**src/core/mcrb_pkg.sv**
```systemverilog
// Package with register map, field layout and reset values of the misc config register bank.
package mcrb_pkg;

	localparam logic [7:0] PAGE_CLK         = 8'h01;
	localparam logic [7:0] PAGE_AMP         = 8'h02;
	localparam logic [7:0] OFS_PAGE_SELECT  = 8'h00;
	localparam logic [7:0] OFS_CLKOUT_DIV   = 8'h76;
	localparam logic [7:0] OFS_BUS_OPTIONS  = 8'h7c;
	localparam logic [7:0] OFS_PART_ID      = 8'h7d;
	localparam logic [7:0] OFS_RAMP_CTRL    = 8'h06;
	localparam logic [7:0] OFS_PROTECTION   = 8'h09;

	localparam logic [7:0] RST_CLKOUT_DIV   = 8'h01;
	localparam logic [7:0] RST_BUS_OPTIONS  = 8'h00;
	localparam logic [7:0] RST_PAGE_SELECT  = 8'h01;
	localparam logic [7:0] RST_RAMP_CTRL    = 8'h00;
	localparam logic [7:0] RST_PROTECTION   = 8'h03;

	localparam int         BIT_DIV_POWER    = 7;
	localparam int         BIT_HANG         = 6;
	localparam int         BIT_GCALL        = 5;
	localparam int         BIT_RETRY_OFF    = 2;
	localparam int         POS_RAMP_FREQ    = 4;
	localparam int         POS_SPREAD       = 0;

	localparam logic [7:0] DIV_RATIO_ZERO   = 8'h80;
	localparam logic [1:0] RAMP_384K        = 2'h0;
	localparam logic [1:0] RAMP_352K8       = 2'h1;
	localparam logic [1:0] SPREAD_5PCT      = 2'h1;
	localparam logic [1:0] SPREAD_10PCT     = 2'h2;
	localparam logic [6:0] GCALL_ADDR       = 7'h00;

	typedef struct packed {
		logic       wr;
		logic       rd;
		logic [7:0] addr;
		logic [7:0] wdata;
	} mcrb_req_t;

	typedef struct packed {
		logic       clkout_divider_power;
		logic [7:0] clkout_divide_by;
		logic       general_call_accept;
		logic [1:0] ramp_freq_sel;
		logic       ramp_cfg_valid;
		logic [1:0] sawtooth_spread_depth;
		logic       spread_cfg_valid;
		logic       overtemp_auto_retry;
	} mcrb_ctrl_t;

	typedef struct packed {
		logic [7:0] clkout_div;
		logic [7:0] bus_opts;
		logic [7:0] page_sel;
		logic [7:0] ramp_ctrl;
		logic [7:0] protection;
		logic       hang_seen;
		logic [7:0] rdata;
		logic       rvalid;
		logic       addr_match;
		mcrb_ctrl_t ctrl;
	} mcrb_state_t;

endpackage

```
**src/core/mcrb_bank.sv**
```systemverilog
// Misc config register bank: paged control registers, hang flag and address match.

// Notes on behaviour
// - Divider power follows bit seven.
// - Ratio field divides; zero means 128.
// - Bit six low means hang; read clears.
// - General call bit adds general call address.
// - Fixed read-only part code; writes ignored.
// - Page register, reset one, selects page.
// - Ramp field selects 384k or 352.8k.
// - Spread depth one is 5%, two 10%.
// - Protection bit two low enables retry.
module mcrb_bank #(
	// The part code value is arbitrary and names no real part.
	parameter logic [7:0] PART_CODE = 8'h5a
) (
	input  wire logic               ref_clk,
	input  wire logic               rst,
	input  wire mcrb_pkg::mcrb_req_t req,
	input  wire logic               hang_event,
	input  wire logic               bus_addr_valid,
	input  wire logic [6:0]         bus_addr,
	input  wire logic [6:0]         own_addr,
	output logic [7:0]              rdata,
	output logic                    rvalid,
	output logic                    addr_match,
	output logic [7:0]              page_select,
	output mcrb_pkg::mcrb_ctrl_t    ctrl
);

	mcrb_pkg::mcrb_state_t s_reg;
	mcrb_pkg::mcrb_state_t s_next;

	function automatic logic hit(input logic [7:0] page, input logic [7:0] ofs,
	                             input logic [7:0] a, input logic [7:0] cur_page);
		hit = (cur_page == page) && (a == ofs);
	endfunction

	// Hang detection arrives from the bus engine on the same clock, so no synchroniser.
	always_comb begin
		s_next        = s_reg;
		s_next.rvalid = 1'b0;
		s_next.rdata  = 8'h00;
		if (hang_event) begin
			s_next.hang_seen = 1'b1;
		end
		if (req.rd) begin
			s_next.rvalid = 1'b1;
			if (req.addr == mcrb_pkg::OFS_PAGE_SELECT) begin
				s_next.rdata = s_reg.page_sel;
			end else if (hit(mcrb_pkg::PAGE_CLK, mcrb_pkg::OFS_CLKOUT_DIV, req.addr,
			                 s_reg.page_sel)) begin
				s_next.rdata = s_reg.clkout_div;
			end else if (hit(mcrb_pkg::PAGE_CLK, mcrb_pkg::OFS_BUS_OPTIONS, req.addr,
			                 s_reg.page_sel)) begin
				s_next.rdata = s_reg.bus_opts;
				s_next.rdata[mcrb_pkg::BIT_HANG] = ~s_reg.hang_seen;
				// A new hang in the same cycle as the read survives: set wins.
				if (!hang_event) begin
					s_next.hang_seen = 1'b0;
				end
			end else if (hit(mcrb_pkg::PAGE_CLK, mcrb_pkg::OFS_PART_ID, req.addr,
			                 s_reg.page_sel)) begin
				s_next.rdata = PART_CODE;
			end else if (hit(mcrb_pkg::PAGE_AMP, mcrb_pkg::OFS_RAMP_CTRL, req.addr,
			                 s_reg.page_sel)) begin
				s_next.rdata = s_reg.ramp_ctrl;
			end else if (hit(mcrb_pkg::PAGE_AMP, mcrb_pkg::OFS_PROTECTION, req.addr,
			                 s_reg.page_sel)) begin
				s_next.rdata = s_reg.protection;
			end
		end else if (req.wr) begin
			if (req.addr == mcrb_pkg::OFS_PAGE_SELECT) begin
				s_next.page_sel = req.wdata;
			end else if (hit(mcrb_pkg::PAGE_CLK, mcrb_pkg::OFS_CLKOUT_DIV, req.addr,
			                 s_reg.page_sel)) begin
				s_next.clkout_div = req.wdata;
			end else if (hit(mcrb_pkg::PAGE_CLK, mcrb_pkg::OFS_BUS_OPTIONS, req.addr,
			                 s_reg.page_sel)) begin
				// The hang bit is status only; its written value is dropped.
				s_next.bus_opts = req.wdata & ~(8'h01 << mcrb_pkg::BIT_HANG);
			end else if (hit(mcrb_pkg::PAGE_AMP, mcrb_pkg::OFS_RAMP_CTRL, req.addr,
			                 s_reg.page_sel)) begin
				s_next.ramp_ctrl = req.wdata;
			end else if (hit(mcrb_pkg::PAGE_AMP, mcrb_pkg::OFS_PROTECTION, req.addr,
			                 s_reg.page_sel)) begin
				s_next.protection = req.wdata;
			end
		end
		s_next.addr_match = bus_addr_valid && ((bus_addr == own_addr) ||
			(s_reg.bus_opts[mcrb_pkg::BIT_GCALL] &&
			 bus_addr == mcrb_pkg::GCALL_ADDR));
		s_next.ctrl.clkout_divider_power =
			s_next.clkout_div[mcrb_pkg::BIT_DIV_POWER];
		s_next.ctrl.clkout_divide_by = (s_next.clkout_div[6:0] == 7'h00) ?
			mcrb_pkg::DIV_RATIO_ZERO : {1'b0, s_next.clkout_div[6:0]};
		s_next.ctrl.general_call_accept = s_next.bus_opts[mcrb_pkg::BIT_GCALL];
		s_next.ctrl.ramp_freq_sel =
			s_next.ramp_ctrl[mcrb_pkg::POS_RAMP_FREQ +: 2];
		s_next.ctrl.ramp_cfg_valid =
			(s_next.ctrl.ramp_freq_sel == mcrb_pkg::RAMP_384K) ||
			(s_next.ctrl.ramp_freq_sel == mcrb_pkg::RAMP_352K8);
		s_next.ctrl.sawtooth_spread_depth =
			s_next.ramp_ctrl[mcrb_pkg::POS_SPREAD +: 2];
		s_next.ctrl.spread_cfg_valid =
			(s_next.ctrl.sawtooth_spread_depth == mcrb_pkg::SPREAD_5PCT) ||
			(s_next.ctrl.sawtooth_spread_depth == mcrb_pkg::SPREAD_10PCT);
		s_next.ctrl.overtemp_auto_retry =
			~s_next.protection[mcrb_pkg::BIT_RETRY_OFF];
	end

	always_ff @(posedge ref_clk or posedge rst) begin
		if (rst) begin
			s_reg                              <= '0;
			s_reg.clkout_div                   <= mcrb_pkg::RST_CLKOUT_DIV;
			s_reg.bus_opts                     <= mcrb_pkg::RST_BUS_OPTIONS;
			s_reg.page_sel                     <= mcrb_pkg::RST_PAGE_SELECT;
			s_reg.ramp_ctrl                    <= mcrb_pkg::RST_RAMP_CTRL;
			s_reg.protection                   <= mcrb_pkg::RST_PROTECTION;
			s_reg.ctrl.clkout_divide_by        <= {1'b0, mcrb_pkg::RST_CLKOUT_DIV[6:0]};
			s_reg.ctrl.ramp_cfg_valid          <= 1'b1;
			s_reg.ctrl.overtemp_auto_retry     <=
				~mcrb_pkg::RST_PROTECTION[mcrb_pkg::BIT_RETRY_OFF];
		end else begin
			s_reg <= s_next;
		end
	end

	assign rdata       = s_reg.rdata;
	assign rvalid      = s_reg.rvalid;
	assign addr_match  = s_reg.addr_match;
	assign page_select = s_reg.page_sel;
	assign ctrl        = s_reg.ctrl;

	property p_div_power;
		@(posedge ref_clk) disable iff (rst)
		1'b1 |=> (ctrl.clkout_divider_power == $past(s_next.clkout_div[7]));
	endproperty
	a_div_power: assert property (p_div_power) else $error("divider power wrong");

	property p_div_zero;
		@(posedge ref_clk) disable iff (rst)
		(s_reg.clkout_div[6:0] == 7'h00) |-> (ctrl.clkout_divide_by == 8'h80);
	endproperty
	a_div_zero: assert property (p_div_zero) else $error("ratio zero not 128");

	property p_hang_read;
		@(posedge ref_clk) disable iff (rst)
		(req.rd && req.addr == 8'h7c && s_reg.page_sel == 8'h01 && s_reg.hang_seen)
		|=> (rvalid && rdata[6] == 1'b0);
	endproperty
	a_hang_read: assert property (p_hang_read) else $error("hang not reported");

	property p_hang_clear;
		@(posedge ref_clk) disable iff (rst)
		(req.rd && req.addr == 8'h7c && s_reg.page_sel == 8'h01 && !hang_event)
		|=> !s_reg.hang_seen;
	endproperty
	a_hang_clear: assert property (p_hang_clear) else $error("hang not cleared");

	property p_gcall;
		@(posedge ref_clk) disable iff (rst)
		(bus_addr_valid && bus_addr == 7'h00 && s_reg.bus_opts[5]) |=> addr_match;
	endproperty
	a_gcall: assert property (p_gcall) else $error("general call missed");

	property p_part_id;
		@(posedge ref_clk) disable iff (rst)
		(req.rd && req.addr == 8'h7d && s_reg.page_sel == 8'h01) |=> (rdata == PART_CODE);
	endproperty
	a_part_id: assert property (p_part_id) else $error("part code wrong");

	property p_page;
		@(posedge ref_clk) disable iff (rst)
		(req.wr && !req.rd && req.addr == 8'h00) |=> (page_select == $past(req.wdata));
	endproperty
	a_page: assert property (p_page) else $error("page not written");

	property p_retry;
		@(posedge ref_clk) disable iff (rst)
		1'b1 |=> (ctrl.overtemp_auto_retry == !$past(s_next.protection[2]));
	endproperty
	a_retry: assert property (p_retry) else $error("retry wrong");

	property p_own_addr;
		@(posedge ref_clk) disable iff (rst)
		(bus_addr_valid && bus_addr == own_addr) |=> addr_match;
	endproperty
	a_own_addr: assert property (p_own_addr) else $error("own address missed");

	// A stray match would make the part answer traffic meant for another device.
	property p_foreign_addr;
		@(posedge ref_clk) disable iff (rst)
		(bus_addr_valid && bus_addr != own_addr &&
		 !(s_reg.bus_opts[mcrb_pkg::BIT_GCALL] && bus_addr == mcrb_pkg::GCALL_ADDR))
		|=> !addr_match;
	endproperty
	a_foreign_addr: assert property (p_foreign_addr) else $error("stray match");

	property p_ramp_freq;
		@(posedge ref_clk) disable iff (rst)
		ctrl.ramp_freq_sel == s_reg.ramp_ctrl[mcrb_pkg::POS_RAMP_FREQ +: 2];
	endproperty
	a_ramp_freq: assert property (p_ramp_freq) else $error("ramp select wrong");

	property p_spread;
		@(posedge ref_clk) disable iff (rst)
		ctrl.sawtooth_spread_depth == s_reg.ramp_ctrl[mcrb_pkg::POS_SPREAD +: 2];
	endproperty
	a_spread: assert property (p_spread) else $error("spread depth wrong");

	property p_cfg_valid;
		@(posedge ref_clk) disable iff (rst)
		(ctrl.ramp_cfg_valid == (s_reg.ramp_ctrl[5:4] < 2'h2)) &&
		(ctrl.spread_cfg_valid == (s_reg.ramp_ctrl[1:0] inside {2'h1, 2'h2}));
	endproperty
	a_cfg_valid: assert property (p_cfg_valid) else $error("reserved code not flagged");

	property p_page_gate;
		@(posedge ref_clk) disable iff (rst)
		(req.wr && !req.rd && req.addr == 8'h76 && s_reg.page_sel != 8'h01)
		|=> $stable(ctrl.clkout_divide_by);
	endproperty
	a_page_gate: assert property (p_page_gate) else $error("write crossed pages");

	property p_read_answer;
		@(posedge ref_clk) disable iff (rst)
		1'b1 |=> (rvalid == $past(req.rd));
	endproperty
	a_read_answer: assert property (p_read_answer) else $error("read answer mistimed");

endmodule

```
**config.mk**
```make
export PLATFORM = sky130hd
export DESIGN_NAME = mcrb_bank
export DESIGN_NICKNAME = d
export VERILOG_FILES = /design/src/core/mcrb_pkg.sv /design/src/core/mcrb_bank.sv
export SDC_FILE = /design/constraint.sdc
export NUM_CORES = 1
export LEC_CHECK = 0
export ABC_AREA = 0
export BUFFER_PORTS_ARGS = -buffer_cell sky130_fd_sc_hd__buf_2
export CAP_MARGIN = 40
export CORE_MARGIN = 2
export CORE_UTILIZATION = 54
export DETAILED_ROUTE_END_ITERATION = 8
export PLACE_DENSITY = 0.82
export SYNTH_ARGS = -nofsm -noshare
export SYNTH_HDL_FRONTEND = slang
export SYNTH_SLANG_ARGS = --single-unit
```
**constraint.sdc**
```tcl
create_clock -name ref_clk -period 2.64 [get_ports ref_clk]
set_input_delay 0.264 -clock ref_clk [delete_from_list [all_inputs] [get_ports ref_clk]]
set_output_delay 0.264 -clock ref_clk [all_outputs]
set_load 0.01 [all_outputs]
```
==> PnR_summary.wiki <==
{| class="wikitable"
! Metric !! Value
|-
| Run status || complete, no violations
|-
| Library cells used by synthesis || 47
|-
| Total number of vias || approximately 2,200
|-
| Global Route Usage Sum || 0.2390
|-
| Logic depth of the worst register-to-register path || 4
|-
| Number of antenna violations at the first check in global routing || 0
|-
| R2R Setup Slk || roughly 180 ps
|-
| Global placement routability congestion || between 0.8 and 0.9
|-
| Final Hold Fails || 0
|-
| Min-delay worst type || input port to flip-flop
|-
| Initial standard-cell utilization of the core || 0.5655
|-
| Largest register FFs || 29
|-
| GR Overflow Total || 0
|-
| Path type of the worst setup path || flip-flop to flip-flop
|-
| Largest fanout of any net on the critical path || 9
|-
| Worst-skew pair later-pin latency || 340 ps
|-
| Count of final setup violators || 0
|-
| Total Die Area || roughly 0.0064 mm^2
|-
| XOR/XNOR Fraction of Synth Area || 0.02516
|-
| Synth Area in Simple Gates || 0.1210
|-
| Leakage power || about 1.7 nW
|-
| Crit path launch || page_select[7]$_DFFE_PP0P_
|-
| Share of layout cells above drive strength 1 || 0.5017
|-
| Total power consumption of the routed design || between 0.0015 and 0.002 W
|-
| Vias/cell || around 6
|-
| CTS tree || yes
|-
| Max-slew violations || 0
|-
| Number of iterations in the first detailed-routing pass || 4
|-
| Number of diodes || 0
|-
| Normalized max-slew margin || 0.5615
|-
| Reg2reg start || page_select[7]$_DFFE_PP0P_
|-
| Fin worst setup slack || 184.7 ps
|-
| Worst Tran Pin Value || ~650 ps
|-
| FP Rows || 27
|-
| EDFF count, synth || 0
|-
| Mapped Area || approximately 0.0031 mm^2
|-
| Detailed Route WL || approximately 7.0 mm
|-
| Per-cell routed wire length || about 19 um
|-
| Post-route clock period utilization || 0.9300
|-
| Number of buffers inserted by port buffering || 70
|-
| First-pass GRT wire length || 11.25 mm
|-
| Setup slack at placement || ~250 ps
|-
| Slowest cell delay on critical path || 700 ps
|-
| Synth top area share || 0.4313
|-
| Max-cap check violation count || 0
|-
| Level count of the clock H-tree || 3
|-
| Net Count, Synth || between 200 and 300
|-
| Top-level I/O count || 71
|-
| Dominant combinational cell family by area after synthesis || multiplexers
|-
| Largest cells by area after synthesis || sky130_fd_sc_hd__dfrtp_1, sky130_fd_sc_hd__mux2_2, sky130_fd_sc_hd__buf_4, sky130_fd_sc_hd__dfstp_2, sky130_fd_sc_hd__mux2_4
|-
| Warning count from the yosys run || 0
|-
| Synthesized-area fraction occupied by adder cells || 0
|-
| Compound-gate portion of the synthesized area || 0.07428
|-
| Total Neg Setup Slack || 0 ps
|-
| Clock-pin slew reported for the worst setup and hold paths after clock tree synthesis || about 70 ps
|-
| Placeable core region || between 0.005 and 0.006 mm^2
|-
| Relative area change from synthesis to final layout || 13.42%
|-
| Drt first-iter violations || 179
|-
| Sink count of the clock tree || approximately 60
|-
| Ys flop type || sky130_fd_sc_hd__dfrtp_1
|-
| #FFs+latches synth || 61
|-
| Post-cts sizing count || 0
|-
| Shortest period the worst path allows || around 2500 ps
|-
| Unrepaired setup endpoints after global routing || no
|-
| Worst Setup Start Kind || flip-flop
|-
| Min-delay src || hang_event
|-
| Ordered list of cells on the worst path || or4_1 -> nor3_4 -> and4b_1 -> mux2_1
|-
| Pwr Density || 530.2 mW/mm^2
|-
| CP Data Arrival Time || 2670 ps
|-
| Residual DRC || 0
|-
| Vertical extent of the die || 80.17 um
|-
| Maximum number of pins on one net before global-route repair || 62
|-
| Part of the Yosys area used for sequential elements || 0.4900
|-
| Top cells by instance count after synthesis || sky130_fd_sc_hd__dfrtp_1, sky130_fd_sc_hd__buf_4, sky130_fd_sc_hd__mux2_2
|-
| Data required time at the worst endpoint || roughly 2900 ps
|-
| Cell with the biggest individual delay on the critical path || sky130_fd_sc_hd__or4_1
|-
| Clock root buffer master || sky130_fd_sc_hd__clkbuf_8
|-
| Crit end category || flip-flop
|-
| Width of the die || about 80 um
|-
| Most instantiated library cell after synthesis || sky130_fd_sc_hd__dfrtp_1
|-
| Clock skew || between 6 and 7 ps
|-
| Worst-case clock buffer depth || 2
|-
| Final layout net count || 330
|-
| Number of global-route vias before repair || between 2,000 and 2,500
|-
| Peak supply drop || approximately 460 uV
|-
| Post-Syn Instances || around 250
|-
| Achievable Freq || roughly 0.41 GHz
|-
| Avg Inst Size Synth || ~13 um^2
|-
| Remaining antenna violation count || 0
|-
| Cell type with the highest aggregate area in the netlist || sky130_fd_sc_hd__dfrtp_1
|-
| CTS buffer count || 9
|-
| Final Core Density || 0.6414
|-
| Mux share of post-synthesis cell area || 0.1881
|-
| Ys async rst share || 1.000
|-
| HPWL after detailed placement || between 4 and 5 mm
|}
critical path: cells and delay by family (launching register included):
kind,cells,cell delay (ps)
AND/OR/NAND/NOR,3,1530
flip-flops,1,410
multiplexers,1,380
timing repair:
action	4_1_cts	5_1_grt
endpoints found under the hold margin	54	0
hold buffers	1	0
buffers inserted	0	0
final cells by class:
type	count	area, um^2
Clock buffer	12	145.1
Clock inverter	4	47.55
Fill cell	447	1987
Inverter	2	7.507
Multi-Input combinational cell	139	1280
Sequential cell	61	1535
Tap cell	72	90.09
Timing Repair Buffer	81	447.9
placed cells by master, fill, tap and decap left out, drive strengths merged, types with 2 or more instances in the layout:
cell type and instances:
mux2i 3, nor3 3, clkinv 2, dfstp 7, and4b 2, dfrtp 54, nor4bb 2, o221ai 8
nand2 5, buf 80, clkbuf 12, or4 4, nand4 3, a22o 4, nor4 10, a32oi 3
xnor2 5, a21oi 5, nor2 5, mux2 47, or4b 2, a211oi 7, xor2 4, nor4b 3
nand2b 3, inv 2
stage by stage:
step           cell area, um^2  hold slack, ps  cells
2_1_floorplan             3133           295.4    245
3_3_place_gp              3351           347.2    354
3_5_place_dp              3351           346.8    354
4_1_cts                   3553           118.8    371
5_1_grt                   3553           108.7    371
6_report                  3553           131.7    371
cells by family after synthesis:
kind of cell           Yosys count
flip-flops                      61
AO/OA/AOI/OAI                   30
AND/OR/NAND/NOR                 50
multiplexers                    50
XOR/XNOR                         9
buffers and inverters           45
report_power, final:
group          leakage (nW)  switching [W]  internal (W)
combinational         0.839      0.0000742     0.0000506
sequential            0.814     0.00000530      0.000940
clock                0.0964       0.000355      0.000459
total                  1.75       0.000434       0.00145
worst min-delay path by stage:
stage | end | slack [ps] | depth (start not counted)
final | s_reg[27]$_DFF_PP0_ | 130 | 2
after global placement | ctrl[11]$_DFF_PP0_ | 350 | 3
after global routing | s_reg[27]$_DFF_PP0_ | 110 | 2
after detailed placement | ctrl[11]$_DFF_PP0_ | 350 | 3
after floorplan | rvalid$_DFF_PP0_ | 300 | 0
after CTS | s_reg[27]$_DFF_PP0_ | 120 | 2
per-layer routing:
| metal | up-vias | part of all wire | wire [um] | global-route usage |
|---|---|---|---|---|
| met5 | - | 0 | 0 | 0 |
| met2 | 99 | 0.51 | 3546 | 0.3817 |
| met3 | 13 | 0.071 | 495 | 0.08764 |
| li1 | 993 | - | - | - |
| met1 | 1112 | 0.40 | 2819 | 0.2941 |
| met4 | 0 | 0.020 | 139 | 0.09492 |
Power figures use the tool's default switching activity.
